### src/verilog/tvb_defs.svh
`ifndef TVB_DEFS_SVH
`define TVB_DEFS_SVH
// Register byte offsets
`define TVB_REG_CTRL 8'h00
`define TVB_REG_STATUS 8'h04
`define TVB_REG_BYPASS 8'h08
// Bus widths and responses
`define TVB_AW 8
`define TVB_RESP_OKAY 2'b00
`define TVB_RESP_SLVERR 2'b10
// Synchronised input vector layout
`define TVB_NIN 59
`define TVB_IN_GEN 0
`define TVB_IN_LEVEL 4
`define TVB_IN_DRYWELL 8
`define TVB_IN_CVFAST 12
`define TVB_IN_SDVLVL 16
`define TVB_IN_FSBELOW 20
`define TVB_IN_STOP 24
`define TVB_IN_ISO 28
`define TVB_IN_RUN 36
`define TVB_IN_HALT 40
`define TVB_IN_FUEL 44
`define TVB_IN_HEAT 48
`define TVB_IN_KEY 52
`define TVB_IN_SDVSW 53
`define TVB_IN_RESET 54
`define TVB_IN_SPARE 55
// Timing
`define TVB_CLK_KHZ 125000
`define TVB_HALT_DLY_MS 2000
`define TVB_RST_INH_MS 10000
`define TVB_CNT_W 31
`endif

### src/verilog/tvb_pkg.sv
`default_nettype none
`include "tvb_defs.svh"
package tvb_pkg;
  typedef struct packed {
    logic [`TVB_NIN-1:0] sync1;
    logic [`TVB_NIN-1:0] sync2;
    logic resetPrev;
    logic [1:0] latch;
    logic [`TVB_CNT_W-1:0] haltCnt;
    logic haltByp;
    logic [`TVB_CNT_W-1:0] inhCnt;
    logic [3:0] testTrip;
    logic [15:0] bypStat;
    logic annHalt;
    logic annTurb;
    logic annSdv;
    logic rodBlock;
    logic ventOpen;
    logic scram;
    logic [3:0] grpA;
    logic [3:0] grpB;
    logic [11:0] isoOut;
    logic up;
    logic awready;
    logic wready;
    logic awHeld;
    logic wHeld;
    logic [`TVB_AW-1:0] awaddr;
    logic [3:0] wData;
    logic wStrb0;
    logic bvalid;
    logic [1:0] bresp;
    logic arready;
    logic rvalid;
    logic [31:0] rdata;
    logic [1:0] rresp;
  } tvb_state_type;
endpackage : tvb_pkg
`default_nettype wire

### src/verilog/tvb_voting_logic.sv
// Contract
// - Two trip systems, each with two automatic trip logics, four in all.
// - Every variable except isolation (eight) and stop valves (all four voted in each logic) has four channels, one per automatic trip logic.
// - Either logic of a trip system trips that system: one of two.
// - Scram only when both trip systems are tripped.
// - Bypass status of every bypassed component is output continuously.
// - Isolation-valve scram bypassed in halt, fuel-handling or heatup.
// - Halt-position scram bypassed after a short delay, with annunciator.
// - Turbine valve scrams bypassed below 29.5 percent first-stage pressure.
// - Four pressure channels; any one in bypass annunciates.
// - Discharge-volume bypass needs both keyswitches and halt or fuel-handling.
// - Four discharge-volume bypass channels, one per mode bank and logic.
// - Discharge-volume bypass asserts rod block and annunciator.
// - Reset actuators command vent and drain valves open.
// - Tripped actuators seal in until a momentary reset.
// - Single channel trip resets immediately on reset.
// - After full scram, reset ignored for 10 seconds.
// - Level, drywell, stop-valve states copied to isolation control outputs.
// - Tripped actuator logic de-energises pilot solenoids; both needed per rod.
// - One solenoid per rod from system A, other from system B.
// - Four group outputs per trip system, eight in all.
// - Isolation-valve scram active only in power position.
// - Isolation logic trips only with a closed valve in both its lines.
// - Stop-valve trip needs three or more of four valves closed.
`timescale 1ns/100ps
`default_nettype none
`include "tvb_defs.svh"
module tvb_voting_logic #(
  parameter logic [`TVB_CNT_W-1:0] HALT_DLY_CYC =
    `TVB_CNT_W'(`TVB_HALT_DLY_MS * `TVB_CLK_KHZ),
  parameter logic [`TVB_CNT_W-1:0] RESET_INH_CYC =
    `TVB_CNT_W'(`TVB_RST_INH_MS * `TVB_CLK_KHZ)
) (
  // Clock and reset
  input wire logic clk_sys,
  input wire logic nrst,
  // Sensor channels, per logic except stopOpen and isoOpen, high when healthy except fsBelow, high when bypassed
  input wire logic [3:0] genOk,
  input wire logic [3:0] levelOk,
  input wire logic [3:0] drywellOk,
  input wire logic [3:0] cvFastOk,
  input wire logic [3:0] sdvLevelOk,
  input wire logic [3:0] fsBelow,
  input wire logic [3:0] stopOpen,
  input wire logic [7:0] isoOpen,
  // Mode selector banks and panel switches
  input wire logic [3:0] modeRun,
  input wire logic [3:0] modeHalt,
  input wire logic [3:0] modeFuel,
  input wire logic [3:0] modeHeat,
  input wire logic keyBypass,
  input wire logic sdvBypSw,
  input wire logic resetSw,
  // Actuators and annunciators
  output logic [3:0] groupA,
  output logic [3:0] groupB,
  output logic scram,
  output logic ventOpen,
  output logic rodBlock,
  output logic annHalt,
  output logic annTurb,
  output logic annSdv,
  output logic [15:0] bypassStat,
  output logic [11:0] isolationOk,
  // AXI4-Lite slave
  input wire logic [`TVB_AW-1:0] s_axi_awaddr,
  input wire logic s_axi_awvalid,
  output logic s_axi_awready,
  input wire logic [31:0] s_axi_wdata,
  input wire logic [3:0] s_axi_wstrb,
  input wire logic s_axi_wvalid,
  output logic s_axi_wready,
  output logic [1:0] s_axi_bresp,
  output logic s_axi_bvalid,
  input wire logic s_axi_bready,
  input wire logic [`TVB_AW-1:0] s_axi_araddr,
  input wire logic s_axi_arvalid,
  output logic s_axi_arready,
  output logic [31:0] s_axi_rdata,
  output logic [1:0] s_axi_rresp,
  output logic s_axi_rvalid,
  input wire logic s_axi_rready
);
  tvb_pkg::tvb_state_type st;
  tvb_pkg::tvb_state_type next_st;
  logic [`TVB_NIN-1:0] rawIn;
  logic [3:0] sGen, sLevel, sDry, sCv, sSdvLvl, sFs, sStop, sRun, sHalt, sFuel, sHeat;
  logic [7:0] sIso;
  logic sKey, sSdvSw, sReset;
  logic [3:0] logicOk, isoTrip, isoByp, turbByp, sdvByp, haltTrip;
  logic [1:0] sysTrip;
  logic svTrip, resetPulse, inhDone;

  assign rawIn = {4'h0, resetSw, sdvBypSw, keyBypass, modeHeat, modeFuel, modeHalt,
    modeRun, isoOpen, stopOpen, fsBelow, sdvLevelOk, cvFastOk, drywellOk, levelOk, genOk};
  assign sGen = st.sync2[`TVB_IN_GEN +: 4];
  assign sLevel = st.sync2[`TVB_IN_LEVEL +: 4];
  assign sDry = st.sync2[`TVB_IN_DRYWELL +: 4];
  assign sCv = st.sync2[`TVB_IN_CVFAST +: 4];
  assign sSdvLvl = st.sync2[`TVB_IN_SDVLVL +: 4];
  assign sFs = st.sync2[`TVB_IN_FSBELOW +: 4];
  assign sStop = st.sync2[`TVB_IN_STOP +: 4];
  assign sIso = st.sync2[`TVB_IN_ISO +: 8];
  assign sRun = st.sync2[`TVB_IN_RUN +: 4];
  assign sHalt = st.sync2[`TVB_IN_HALT +: 4];
  assign sFuel = st.sync2[`TVB_IN_FUEL +: 4];
  assign sHeat = st.sync2[`TVB_IN_HEAT +: 4];
  assign sKey = st.sync2[`TVB_IN_KEY];
  assign sSdvSw = st.sync2[`TVB_IN_SDVSW];
  assign sReset = st.sync2[`TVB_IN_RESET];

  assign svTrip = ($countones(~sStop) >= 3);

  genvar g;
  generate
    for (g = 0; g < 4; g++) begin : gLogic
      localparam int LA = (g == 1) ? 2 : ((g == 3) ? 1 : 0);
      localparam int LB = (g == 0) ? 1 : ((g == 2) ? 2 : 3);
      assign isoTrip[g] = ~(sIso[2*LA] & sIso[2*LA+1]) & ~(sIso[2*LB] & sIso[2*LB+1]);
      assign isoByp[g] = ~sRun[g] | sHalt[g] | sFuel[g] | sHeat[g];
      assign turbByp[g] = sFs[g];
      assign sdvByp[g] = sKey & sSdvSw & (sHalt[g] | sFuel[g]);
      assign haltTrip[g] = sHalt[g] & ~st.haltByp;
      assign logicOk[g] = sGen[g] & sLevel[g] & sDry[g] & ~st.testTrip[g]
        & (sSdvLvl[g] | sdvByp[g]) & ~(isoTrip[g] & ~isoByp[g])
        & ((sCv[g] & ~svTrip) | turbByp[g]) & ~haltTrip[g];
    end
  endgenerate

  assign sysTrip[0] = ~logicOk[0] | ~logicOk[1];
  assign sysTrip[1] = ~logicOk[2] | ~logicOk[3];
  assign resetPulse = sReset & ~st.resetPrev;
  assign inhDone = (st.inhCnt >= RESET_INH_CYC);

  always_comb begin
    next_st = st;
    next_st.sync1 = rawIn;
    next_st.sync2 = st.sync1;
    next_st.resetPrev = sReset;
    if (|sHalt) begin
      if (st.haltCnt < HALT_DLY_CYC) begin
        next_st.haltCnt = st.haltCnt + 1'b1;
      end else begin
        next_st.haltByp = 1'b1;
      end
    end else begin
      next_st.haltCnt = '0;
      next_st.haltByp = 1'b0;
    end
    if (!st.scram) begin
      next_st.inhCnt = '0;
    end else if (!inhDone) begin
      next_st.inhCnt = st.inhCnt + 1'b1;
    end
    for (int s = 0; s < 2; s++) begin
      if (sysTrip[s]) begin
        next_st.latch[s] = 1'b1;
      end else if (resetPulse && (!st.scram || inhDone)) begin
        next_st.latch[s] = 1'b0;
      end
    end
    next_st.scram = &next_st.latch;
    next_st.grpA = {4{~next_st.latch[0]}};
    next_st.grpB = {4{~next_st.latch[1]}};
    next_st.ventOpen = ~(|next_st.latch);
    next_st.rodBlock = |sdvByp;
    next_st.annSdv = |sdvByp;
    next_st.annTurb = |turbByp;
    next_st.annHalt = st.haltByp;
    next_st.bypStat = {{4{st.haltByp}}, sdvByp, turbByp, isoByp};
    next_st.isoOut = {sStop, sDry, sLevel};
    // Bus slave
    if (!st.up) begin
      next_st.up = 1'b1;
      next_st.awready = 1'b1;
      next_st.wready = 1'b1;
      next_st.arready = 1'b1;
    end
    if (s_axi_awvalid && st.awready) begin
      next_st.awHeld = 1'b1;
      next_st.awaddr = s_axi_awaddr;
      next_st.awready = 1'b0;
    end
    if (s_axi_wvalid && st.wready) begin
      next_st.wHeld = 1'b1;
      next_st.wData = s_axi_wdata[3:0];
      next_st.wStrb0 = s_axi_wstrb[0];
      next_st.wready = 1'b0;
    end
    if (next_st.awHeld && next_st.wHeld && !st.bvalid) begin
      next_st.bvalid = 1'b1;
      next_st.awHeld = 1'b0;
      next_st.wHeld = 1'b0;
      next_st.bresp = `TVB_RESP_OKAY;
      if (next_st.awaddr == `TVB_REG_CTRL) begin
        if (next_st.wStrb0) begin
          next_st.testTrip = next_st.wData;
        end
      end else if (next_st.awaddr != `TVB_REG_STATUS && next_st.awaddr != `TVB_REG_BYPASS) begin
        next_st.bresp = `TVB_RESP_SLVERR;
      end
    end
    if (st.bvalid && s_axi_bready) begin
      next_st.bvalid = 1'b0;
      next_st.awready = 1'b1;
      next_st.wready = 1'b1;
    end
    if (s_axi_arvalid && st.arready) begin
      next_st.arready = 1'b0;
      next_st.rvalid = 1'b1;
      next_st.rresp = `TVB_RESP_OKAY;
      if (s_axi_araddr == `TVB_REG_CTRL) begin
        next_st.rdata = {28'h0000000, st.testTrip};
      end else if (s_axi_araddr == `TVB_REG_STATUS) begin
        next_st.rdata = {19'h00000, st.ventOpen, st.rodBlock, st.annSdv, st.annTurb,
          st.annHalt, st.scram & ~inhDone, st.scram, st.latch, logicOk};
      end else if (s_axi_araddr == `TVB_REG_BYPASS) begin
        next_st.rdata = {16'h0000, st.bypStat};
      end else begin
        next_st.rdata = 32'h00000000;
        next_st.rresp = `TVB_RESP_SLVERR;
      end
    end
    if (st.rvalid && s_axi_rready) begin
      next_st.rvalid = 1'b0;
      next_st.arready = 1'b1;
    end
  end

  always_ff @(posedge clk_sys) begin
    if (!nrst) begin
      st <= '0;
    end else begin
      st <= next_st;
    end
  end

  assign groupA = st.grpA;
  assign groupB = st.grpB;
  assign scram = st.scram;
  assign ventOpen = st.ventOpen;
  assign rodBlock = st.rodBlock;
  assign annHalt = st.annHalt;
  assign annTurb = st.annTurb;
  assign annSdv = st.annSdv;
  assign bypassStat = st.bypStat;
  assign isolationOk = st.isoOut;
  assign s_axi_awready = st.awready;
  assign s_axi_wready = st.wready;
  assign s_axi_bvalid = st.bvalid;
  assign s_axi_bresp = st.bresp;
  assign s_axi_arready = st.arready;
  assign s_axi_rvalid = st.rvalid;
  assign s_axi_rdata = st.rdata;
  assign s_axi_rresp = st.rresp;
endmodule : tvb_voting_logic
`default_nettype wire
### config.mk
export PLATFORM = sky130hd
export DESIGN_NAME = tvb_voting_logic
export DESIGN_NICKNAME = d
export VERILOG_FILES = /design/src/verilog/tvb_pkg.sv /design/src/verilog/tvb_voting_logic.sv
export VERILOG_INCLUDE_DIRS = /design/src /design/src/verilog
export SDC_FILE = /design/constraint.sdc
export NUM_CORES = 1
export LEC_CHECK = 0
export BUFFER_PORTS_ARGS = -buffer_cell sky130_fd_sc_hd__buf_2
export CAP_MARGIN = 20
export CORE_ASPECT_RATIO = 1.5
export CORE_UTILIZATION = 28
export DETAILED_ROUTE_END_ITERATION = 7
export PLACE_DENSITY_LB_ADDON = 0.25
export SYNTH_ARGS = -nofsm -noshare
export SYNTH_HDL_FRONTEND = slang
export SYNTH_SLANG_ARGS = --single-unit
### constraint.sdc
create_clock -name clk_sys -period 2.89 [get_ports clk_sys]
set_input_delay 0.1445 -clock clk_sys [delete_from_list [all_inputs] [get_ports clk_sys]]
set_output_delay 0.1445 -clock clk_sys [all_outputs]
set_load 0.02 [all_outputs]
==> flow_results.org, run 1 <==
** Flow run
- Max-cap violations in this run came to 0.

** Synth
- Share of synthesized cell area in and, or, nand and nor gates :: 26.0%
- Of the post-synthesis cell area, the part taken by muxes is 1.53%.
- The synthesized design contains 0 enable-type register cells.
- Number of standard cells after synthesis :: slightly above 1000
- Portion of the post-synthesis area used by sequential elements :: about half
- The top cell type by area accounts for between 50 and 60% of the synthesized area.
- By count the netlist is led by sky130_fd_sc_hd__dfxtp_1, sky130_fd_sc_hd__and2_1, sky130_fd_sc_hd__buf_4, sky130_fd_sc_hd__nor2_1, sky130_fd_sc_hd__nand2_1.
- Dominant synthesized flop cell :: sky130_fd_sc_hd__dfxtp_1
- The synthesized netlist devotes under 10% of its cell area to compound gates.
- Ys async rst share :: 0%
- After synthesis, the largest family of logic cells by area is simple AND/OR/NAND/NOR gates.
- Total of warnings raised by yosys :: 0
- Cell type contributing the most total cell area after synthesis :: sky130_fd_sc_hd__dfxtp_1
- Summing every instance area after synthesis gives between 0.009 and 0.01 mm^2.
- Leading cell types by total area after synthesis :: sky130_fd_sc_hd__dfxtp_1, sky130_fd_sc_hd__and2_1, sky130_fd_sc_hd__buf_4, sky130_fd_sc_hd__nor2_1, sky130_fd_sc_hd__a21oi_1
- Xor and xnor area share after synthesis :: under 10%
- Post-synthesis area per instance :: around 9.4 um^2
- Yosys instantiated no cell more often than sky130_fd_sc_hd__dfxtp_1.
- Register bit total from synthesis :: 248
- Post-synthesis share of cell area spent on full adders, half adders and majority gates :: less than 1%
- Synth unique cells :: 66

** Setup path
- The largest single stage delay on the critical path is 0.53 ns.
- The kind of cell with the highest combined delay along the critical path is adder cells.
- STA classifies the critical path endpoint as a register.
- Among all stages on the critical path, the largest delay is contributed by sky130_fd_sc_hd__fa_1.
- Critical-path cell list :: fa_1 -> inv_1 -> ha_1 -> ha_1 -> a21oi_1 -> buf_4 -> a21oi_1 -> nor3_1 -> nand2_1 -> a221oi_1 -> a31o_2
- In this run the number of cells on the critical path is 11.
- In this run the worst setup path begins at next_st[65].
- Sort of element at the start of the critical path :: register
- Setup slack on the worst reg-to-reg path comes out at between 0.2 and 0.25 ns.
- In this run the critical register-to-register path is captured at s_axi_rdata[2].
- Arrival time reported for the critical path endpoint :: between 3 and 4 ns
- In this run the worst setup path terminates at s_axi_rdata[2].
- Number of buffers and inverters on the critical path :: 2
- The critical path is of the reg -> reg type.
- Crit path required time :: between 3 and 4 ns
- Launching point of the worst reg2reg path :: next_st[65]
- Worst r2r path cells :: 11
- Biggest fanout along the worst timing path :: 4

** CTS
- Clock tree synthesis inserted a total of 26 buffers.
- Count of buffers added by post-CTS timing repair for setup :: 0
- After clock tree synthesis, the clock-pin slew on the worst setup and hold paths is 0.06 ns.
- Root buffer cell :: sky130_fd_sc_hd__clkbuf_16
- Total clock sinks :: roughly 250
- CTS tree :: yes
- Total number of H-tree levels :: 1
- Deepest clock path buffer count :: 3
- Clock latency at the later pin of the worst-skew pair :: ~0.53 ns

** Global routing
- Global routing used under 10% of the available met3 tracks.
- Initial antenna violation count :: 0
- GRT Total Usage :: approximately 13%
- First-pass GRT wire length :: approximately 36 mm
- Met2 routing resource usage after global routing :: roughly a quarter
- Entering global routing, the biggest net connects 129 pins.
- Global routing used 15.2% of the available met1 tracks.
- Global-route congestion overflow total :: 0
- Number of global-route vias before repair :: 6933
- The global routing stage identified its most utilized layer as met2.

** Route
- Number of detailed-routing iterations run before antenna repair :: 5
- In the final routed layout, each cell accounts on average for 14.2 um.
- Using the TritonRoute via totals, the vias-per-cell ratio works out to roughly 4.5.
- Residual DRC :: 0
- Once detail routing completed, the nets flagged for antenna violations numbered 0.
- Drt first-iter violations :: between 200 and 300
- Detailed routing inserted a total of 7336 vias.
- Wires add up to 22.9 mm.

** STA
- Setup violations remaining at the end of the flow were counted as 0.
- Pins over their slew limit :: 0
- The final hold violation count is 0.
- Slew at the pin with the worst max-slew slack :: roughly 0.91 ns
- Top achievable clock speed :: 375 MHz
- Adding up every negative setup slack in the final design gives 0 ns.
- RSZ-0062 raised after global routing :: false
- The worst path uses 92.3% of the clock period.
- Clock skew after layout :: about 0.0086 ns
- Worst rel slew slack :: 39.4%
- Crit path time final :: roughly 2.7 ns

** Place
- At the end of routability-driven placement, the weighted congestion stood at about 0.78.
- Once placement finished, the instance area stood at ~0.01 mm^2.
- In this run the tool buffered the top-level ports with between 100 and 150 buffer cells.
- Detailed placement finished with a half-perimeter wire length of 16.2 mm.

** Die
- Core region area :: ~0.034 mm^2
- Row Count :: 82
- DIE AREA :: between 0.03 and 0.04 mm^2
- From bottom edge to top edge, the die measures around 230 um.
- For this configuration, the core starts out at a cell density of 28.6%.
- Number of top-level design ports :: 197
- The die is 153 um wide.

** Pwr
- Pwr Density :: between 600 and 700 mW/mm^2
- IR analysis of the VDD net gives a maximum drop of approximately 0.00035 V.
- Leakage power :: roughly 4.9 nW

** Finish
- Cells fill 35.8% of the core in the end.
- The area growth from synthesis to layout is 25.2%.
- The number of antenna diodes in the final layout is 0.
- After the last flow step, the layout net total stands at between 1000 and 1500.
- Fraction of final layout cells sized beyond drive strength 1 :: between 10% and 20%
- The finished cells cover ~0.012 mm^2.

** Run status
- The run finished with clean final reports.

** Min path
- Path class of the lowest-slack min-delay path :: in -> reg
-- placed cells by master, fill, tap and decap left out, drive strengths merged, types with 5 or more instances in the layout --
cell type / count
dfxtp: 248
buf: 158
and2: 143
nor2: 74
dlygate4sd3: 74
nand2: 67
a21oi: 55
nand3: 36
nor3: 36
clkbuf: 35
o21ai: 28
xnor2: 23
or3: 21
inv: 20
conb: 18
nand4: 17
and3: 12
mux2i: 9
nor4: 9
a22oi: 8
o211ai: 8
bufinv: 7
a221oi: 6
or4: 6
nor4b: 5
mux2: 5
ha: 5
a31o: 5
and4: 5
-- layout make-up --
| type | count | area [um^2] |
|---|---|---|
| multi-input cells | 648 | 3890 |
| clock buffers | 35 | 756 |
| inverters | 20 | 75.1 |
| repair buffers | 232 | 1560 |
| fillers | 3422 | 21500 |
| well taps | 420 | 526 |
| flip-flops and latches | 248 | 4960 |
| clock inverters | 12 | 241 |
-- cell families after synthesis --
logic type | after synthesis
AND/OR/NAND/NOR | 448
flip-flops | 248
buffers and inverters | 137
AO/OA/AOI/OAI | 135
XOR/XNOR | 27
multiplexers | 14
adder cells (fa/ha/maj) | 6
other | 1
-- state kept, by name (all words and copies together), names as in the netlist, 4 cells and up --
signal / flops
sGen: 4
st: 85
isolationOk: 12
sFuel: 4
sRun: 4
sIso: 8
sHeat: 4
bypassStat: 13
sCv: 4
s_axi_rdata: 14
next_st: 73
sHalt: 4
sSdvLvl: 4
-- stage by stage --
stage	power [mW]	cells	hold slack (ns)	worst slack, ns
after global routing	8.15	1615	0.0861	0.0245
after detailed placement	4.00	1494	0.353	0.179
after CTS	7.95	1615	0.0559	0.175
after global placement	4.00	1494	0.356	0.225
final	7.82	1615	0.0783	0.224
after floorplan	3.88	1033	0.172	0.464
-- worst register-to-register path, delay by kind of cell, from the launching register on --
kind,cells,cell delay (ns)
AOI/OAI and AO/OA,4,0.62
adders and majority gates,3,0.97
buffers and inverters,2,0.19
DFF,1,0.32
and+or+nand+nor,2,0.51
-- power breakdown --
part	switching, mW	total [mW]	leakage [nW]	internal (mW)
Combinational	0.219	0.422	2.36	0.203
Sequential	0.0489	3.57	2.03	3.52
Clock	1.37	3.82	0.488	2.46
-- worst min path at each step --
stage                          startpoint               to  slack [ns]  cells past startpoint
after global routing      s_axi_araddr[2]   s_axi_rresp[1]        0.09                      3
final                     s_axi_araddr[4]  s_axi_rdata[14]        0.08                      5
after floorplan                      nrst           st[56]        0.17                      0
after global placement         isoOpen[7]     next_st[204]        0.36                      2
after detailed placement      modeHalt[0]     next_st[209]        0.35                      2
after CTS                 s_axi_araddr[4]  s_axi_rdata[14]        0.06                      5
-- routing by layer --
metal | part of all wire (%) | vias up
met1 | 43 | 3418
met2 | 50 | 190
met4 | 2.4 | 0
li1 | - | 3693
met5 | 0 | -
met3 | 4.7 | 35
-- timing repair --
item,CTS,global route
resized for setup,0,0
hold endpoints to repair,87,0
hold buffers,74,0
No activity file was read; power rests on OpenSTA's default activity.
==> run 2, diff against run 1 <==
- PLACE_DENSITY: not set -> 0.53
- PLACE_DENSITY_LB_ADDON: 0.25 -> not set
==> flow_results.org, run 2 (synthesized netlist as in run 1, its figures left out) <==
** Run status
- The run finished with clean final reports.

** Min path
- The cell depth of the worst min-delay path came to 3 (-2).
- The tightest min-delay check is of the in -> reg type.
- The path with the worst hold slack has its endpoint at s_axi_rresp[1].
- Startpoint of the lowest-slack hold path :: s_axi_araddr[2]

** STA
- WHS :: 0.0600 ns (-0.0183 ns)
- The measured slew at the worst slew-check pin is 0.692 ns (-0.217 ns).
- The final cycle utilization of the critical path is 92.9% (+0.67 points).
- The final count of pins violating max slew came to 0 (unchanged).
- Final-report hold violation count :: 0 (unchanged)
- The number of endpoints failing setup at the final stage is 0 (unchanged).
- The final sum of negative setup slack came to 0 ns (unchanged).
- The worst-case setup margin in the final layout came to 0.204 ns (-0.0195 ns).
- The minimum clock period after layout was 2.69 ns (+0.0195 ns).
- The worst clock skew on the final layout is 0.0149 ns (+0.00626 ns).
- The fmax is 372 MHz (-0.73%).
- Setup repair after global routing left no endpoint under its margin.
- The relative slew slack is 53.2% (+14 points).

** CTS
- The number of setup buffers added after CTS is 0 (unchanged).
- The clock sink total is 248 (unchanged).
- CTS tree :: yes
- Total number of H-tree levels :: 1 (unchanged)
- The tree is rooted in a sky130_fd_sc_hd__clkbuf_16.
- Clock latency at the later pin of the worst-skew pair :: 0.53 ns (about the same)
- The maximum number of buffers from clock root to sink came to 3 (unchanged).
- The clock-pin slew on the worst setup and hold paths was 0.06 ns (about the same).
- The total CTS buffers was 26 (unchanged).

** Global routing
- The number of antenna violations at the first check in global routing was 0 (unchanged).
- The total congestion overflow is 0 (unchanged).
- The first-pass GRT wire length is 36.5 mm (+0.99%).
- The combined global-route utilization of all metal layers is 12.9% (about the same).
- Number of global-route vias before repair :: 7000 (+0.97%)
- The maximum number of pins on one net before global-route repair came to 98 (-24%).

** Route
- The routed via count divided by cell count is 4.60 (+1.2%).
- Residual DRC :: 0 (unchanged)
- Number of detailed-routing iterations run before antenna repair :: 4 (-1)
- The per-cell routed wire length came to 14.3 um (+0.45%).
- The total wire length came to 23.0 mm (+0.39%).
- Drt first-iter violations :: 243 (-12%)
- Remaining antenna violation count after routing :: 0 (unchanged)
- The detailed-route via count is 7422 (+1.2%).

** Pwr
- The power density relative to cell area was 614 mW/mm^2 (-5.7%).
- Leakage power :: 4.82 nW (-1.1%)
- Switching component of the power :: 1.64 mW (+0.40%)
- The part of the power in the clock network was 45.3% (-3.6 points).
- The maximum ir drop on the vdd rail was 0.000336 V (-2.9%).
- Part of the power in registers :: 48.9% (+3.2 points)
- The total power was 7.31 mW (-6.5%).
- Switching part of the total power :: 22.5% (+1.6 points)
- The combinational power share came to 5.8% (+0.4 points).
- Cell Int Power :: 5.67 mW (-8.4%)

** Place
- The total instance count after detailed placement came to 1491 (-0.20%).
- Post-DP Area :: 0.0103 mm^2 (about the same)
- Global placement routability congestion :: 0.784 (+0.22%)
- Post-detailed-placement half-perimeter wirelength :: 16.3 mm (+0.37%)
- The port buffer count was 147 (unchanged).
- The post-placement setup slack is 0.0588 ns (-0.120 ns).

** Setup path
- Kind of end point of the critical path :: register
- Register-to-register setup slack :: 0.20 ns (-0.02 ns)
- Sort of element at the start of the critical path :: register
- Classification of the worst setup path :: reg -> reg
- Launching point of the worst reg2reg path :: next_st[65]
- The highest net fanout along the worst path is 4 (unchanged).
- Worst r2r path cells :: 10 (-1)
- Worst reg2reg endpoint :: scram
- Crit path required time :: 3.27 ns (-0.10 ns)
- The critical path data arrival time was 3.07 ns (-0.07 ns).

** Die
- The die width was 153 um (unchanged).
- DIE AREA :: 0.0350 mm^2 (unchanged)
- Number of top-level design ports :: 197 (unchanged)
- The number of cell rows was 82 (unchanged).
- The height of the die was 229 um (unchanged).
- Core region area :: 0.0335 mm^2 (unchanged)
- The starting density of the core was 28.6% (unchanged).

** Finish
- The number of fill cells came to 3393 (-0.85%).
- Final instance count without filler cells :: 1614 (-0.062%)
- Compared with the post-synthesis result, the final layout area differs by 24.0%.
- Final net count :: 1294 (-0.15%)
- In the layout the commonest cells are sky130_fd_sc_hd__dfxtp_1, sky130_fd_sc_hd__buf_2, sky130_fd_sc_hd__and2_1, sky130_fd_sc_hd__nor2_1, sky130_fd_sc_hd__dlygate4sd3_1.
- Number of flip-flops under the largest register name :: 85 (unchanged)
- Most common cell after layout, fill and taps aside :: sky130_fd_sc_hd__dfxtp_1
- The layout cell share with drive strength beyond 1 is 19.3% (+0.27 points).
- The final standard cell utilization of the core is 35.5% (-0.33 points).
- Total inserted antenna cells :: 0 (unchanged)
- Register with the most flip-flops :: st
- The summed area of non-filler cells in the final layout came to 0.0119 mm^2 (-0.93%).

** Flow run
- Number of maximum-capacitance constraint violations :: 0 (unchanged)
run 2: cell types whose count changed in the layout (fill, tap and decap cells not counted), moves of 2 or more:
| cell | change |
|---|---|
| sky130_fd_sc_hd__clkinv_2 | +9 |
| sky130_fd_sc_hd__bufinv_16 | -5 |
| sky130_fd_sc_hd__buf_4 | -4 |
| sky130_fd_sc_hd__clkbuf_8 | -3 |
| sky130_fd_sc_hd__clkbuf_1 | -2 |
run 2: repair_timing:
| item | in CTS | in global routing |
|---|---|---|
| hold buffers | 74 | 0 |
| endpoints found under the setup margin | 0 | 6 |
| gates resized for setup | 0 | 2 |
| endpoints found under the hold margin | 90 | 0 |
run 2: worst max path at each step:
stage	start	endpoint	slack, ns	cells past startpoint
CTS	next_st[65]	s_axi_rdata[2]	0.04	10
finish	next_st[65]	scram	0.20	10
floorplan	next_st[65]	s_axi_rdata[3]	0.46	10
detailed placement	next_st[65]	s_axi_rdata[2]	0.06	10
global placement	next_st[65]	s_axi_rdata[3]	0.1	11
global route	next_st[65]	scram	0.001	10
run 2: power by group through the flow:
stage,Clock (mW),Sequential [mW],Combinational [mW]
3_5_place_dp,0,3.65,0.347
4_1_cts,3.42,3.57,0.424
3_3_place_gp,0,3.65,0.344
5_1_grt,3.57,3.58,0.470
2_1_floorplan,0,3.64,0.242
6_report,3.31,3.57,0.426
run 2: critical path, stage by stage, from the launching register on:
cell	delay [ns]
sky130_fd_sc_hd__dfxtp_1	0.32
sky130_fd_sc_hd__fa_1	0.53
sky130_fd_sc_hd__inv_1	0.04
sky130_fd_sc_hd__ha_1	0.17
sky130_fd_sc_hd__ha_1	0.28
sky130_fd_sc_hd__a21oi_2	0.24
sky130_fd_sc_hd__a21oi_1	0.10
sky130_fd_sc_hd__a311oi_1	0.36
sky130_fd_sc_hd__nand2_1	0.20
sky130_fd_sc_hd__a21oi_1	0.21
sky130_fd_sc_hd__a211oi_1	0.10
run 2: cell type report:
class | count | area [um^2] | share of cell area (%)
Sequential cell | 248 | 4960 | 41.7
Multi-Input combinational cell | 648 | 3900 | 32.8
Timing Repair Buffer | 230 | 1580 | 13.3
Clock buffer | 30 | 707 | 5.94
Tap cell | 420 | 526 | 4.41
Clock inverter | 18 | 153 | 1.28
Inverter | 20 | 75.1 | 0.631
run 2: per-layer routing:
metal	GRT usage, %	part of all wire (%)	up-vias
met3	1.80	4.3	43
met4	5.05	2.9	0
met5	0	0	-
met2	23.4	51	217
met1	15.3	42	3456
li1	-	-	3706
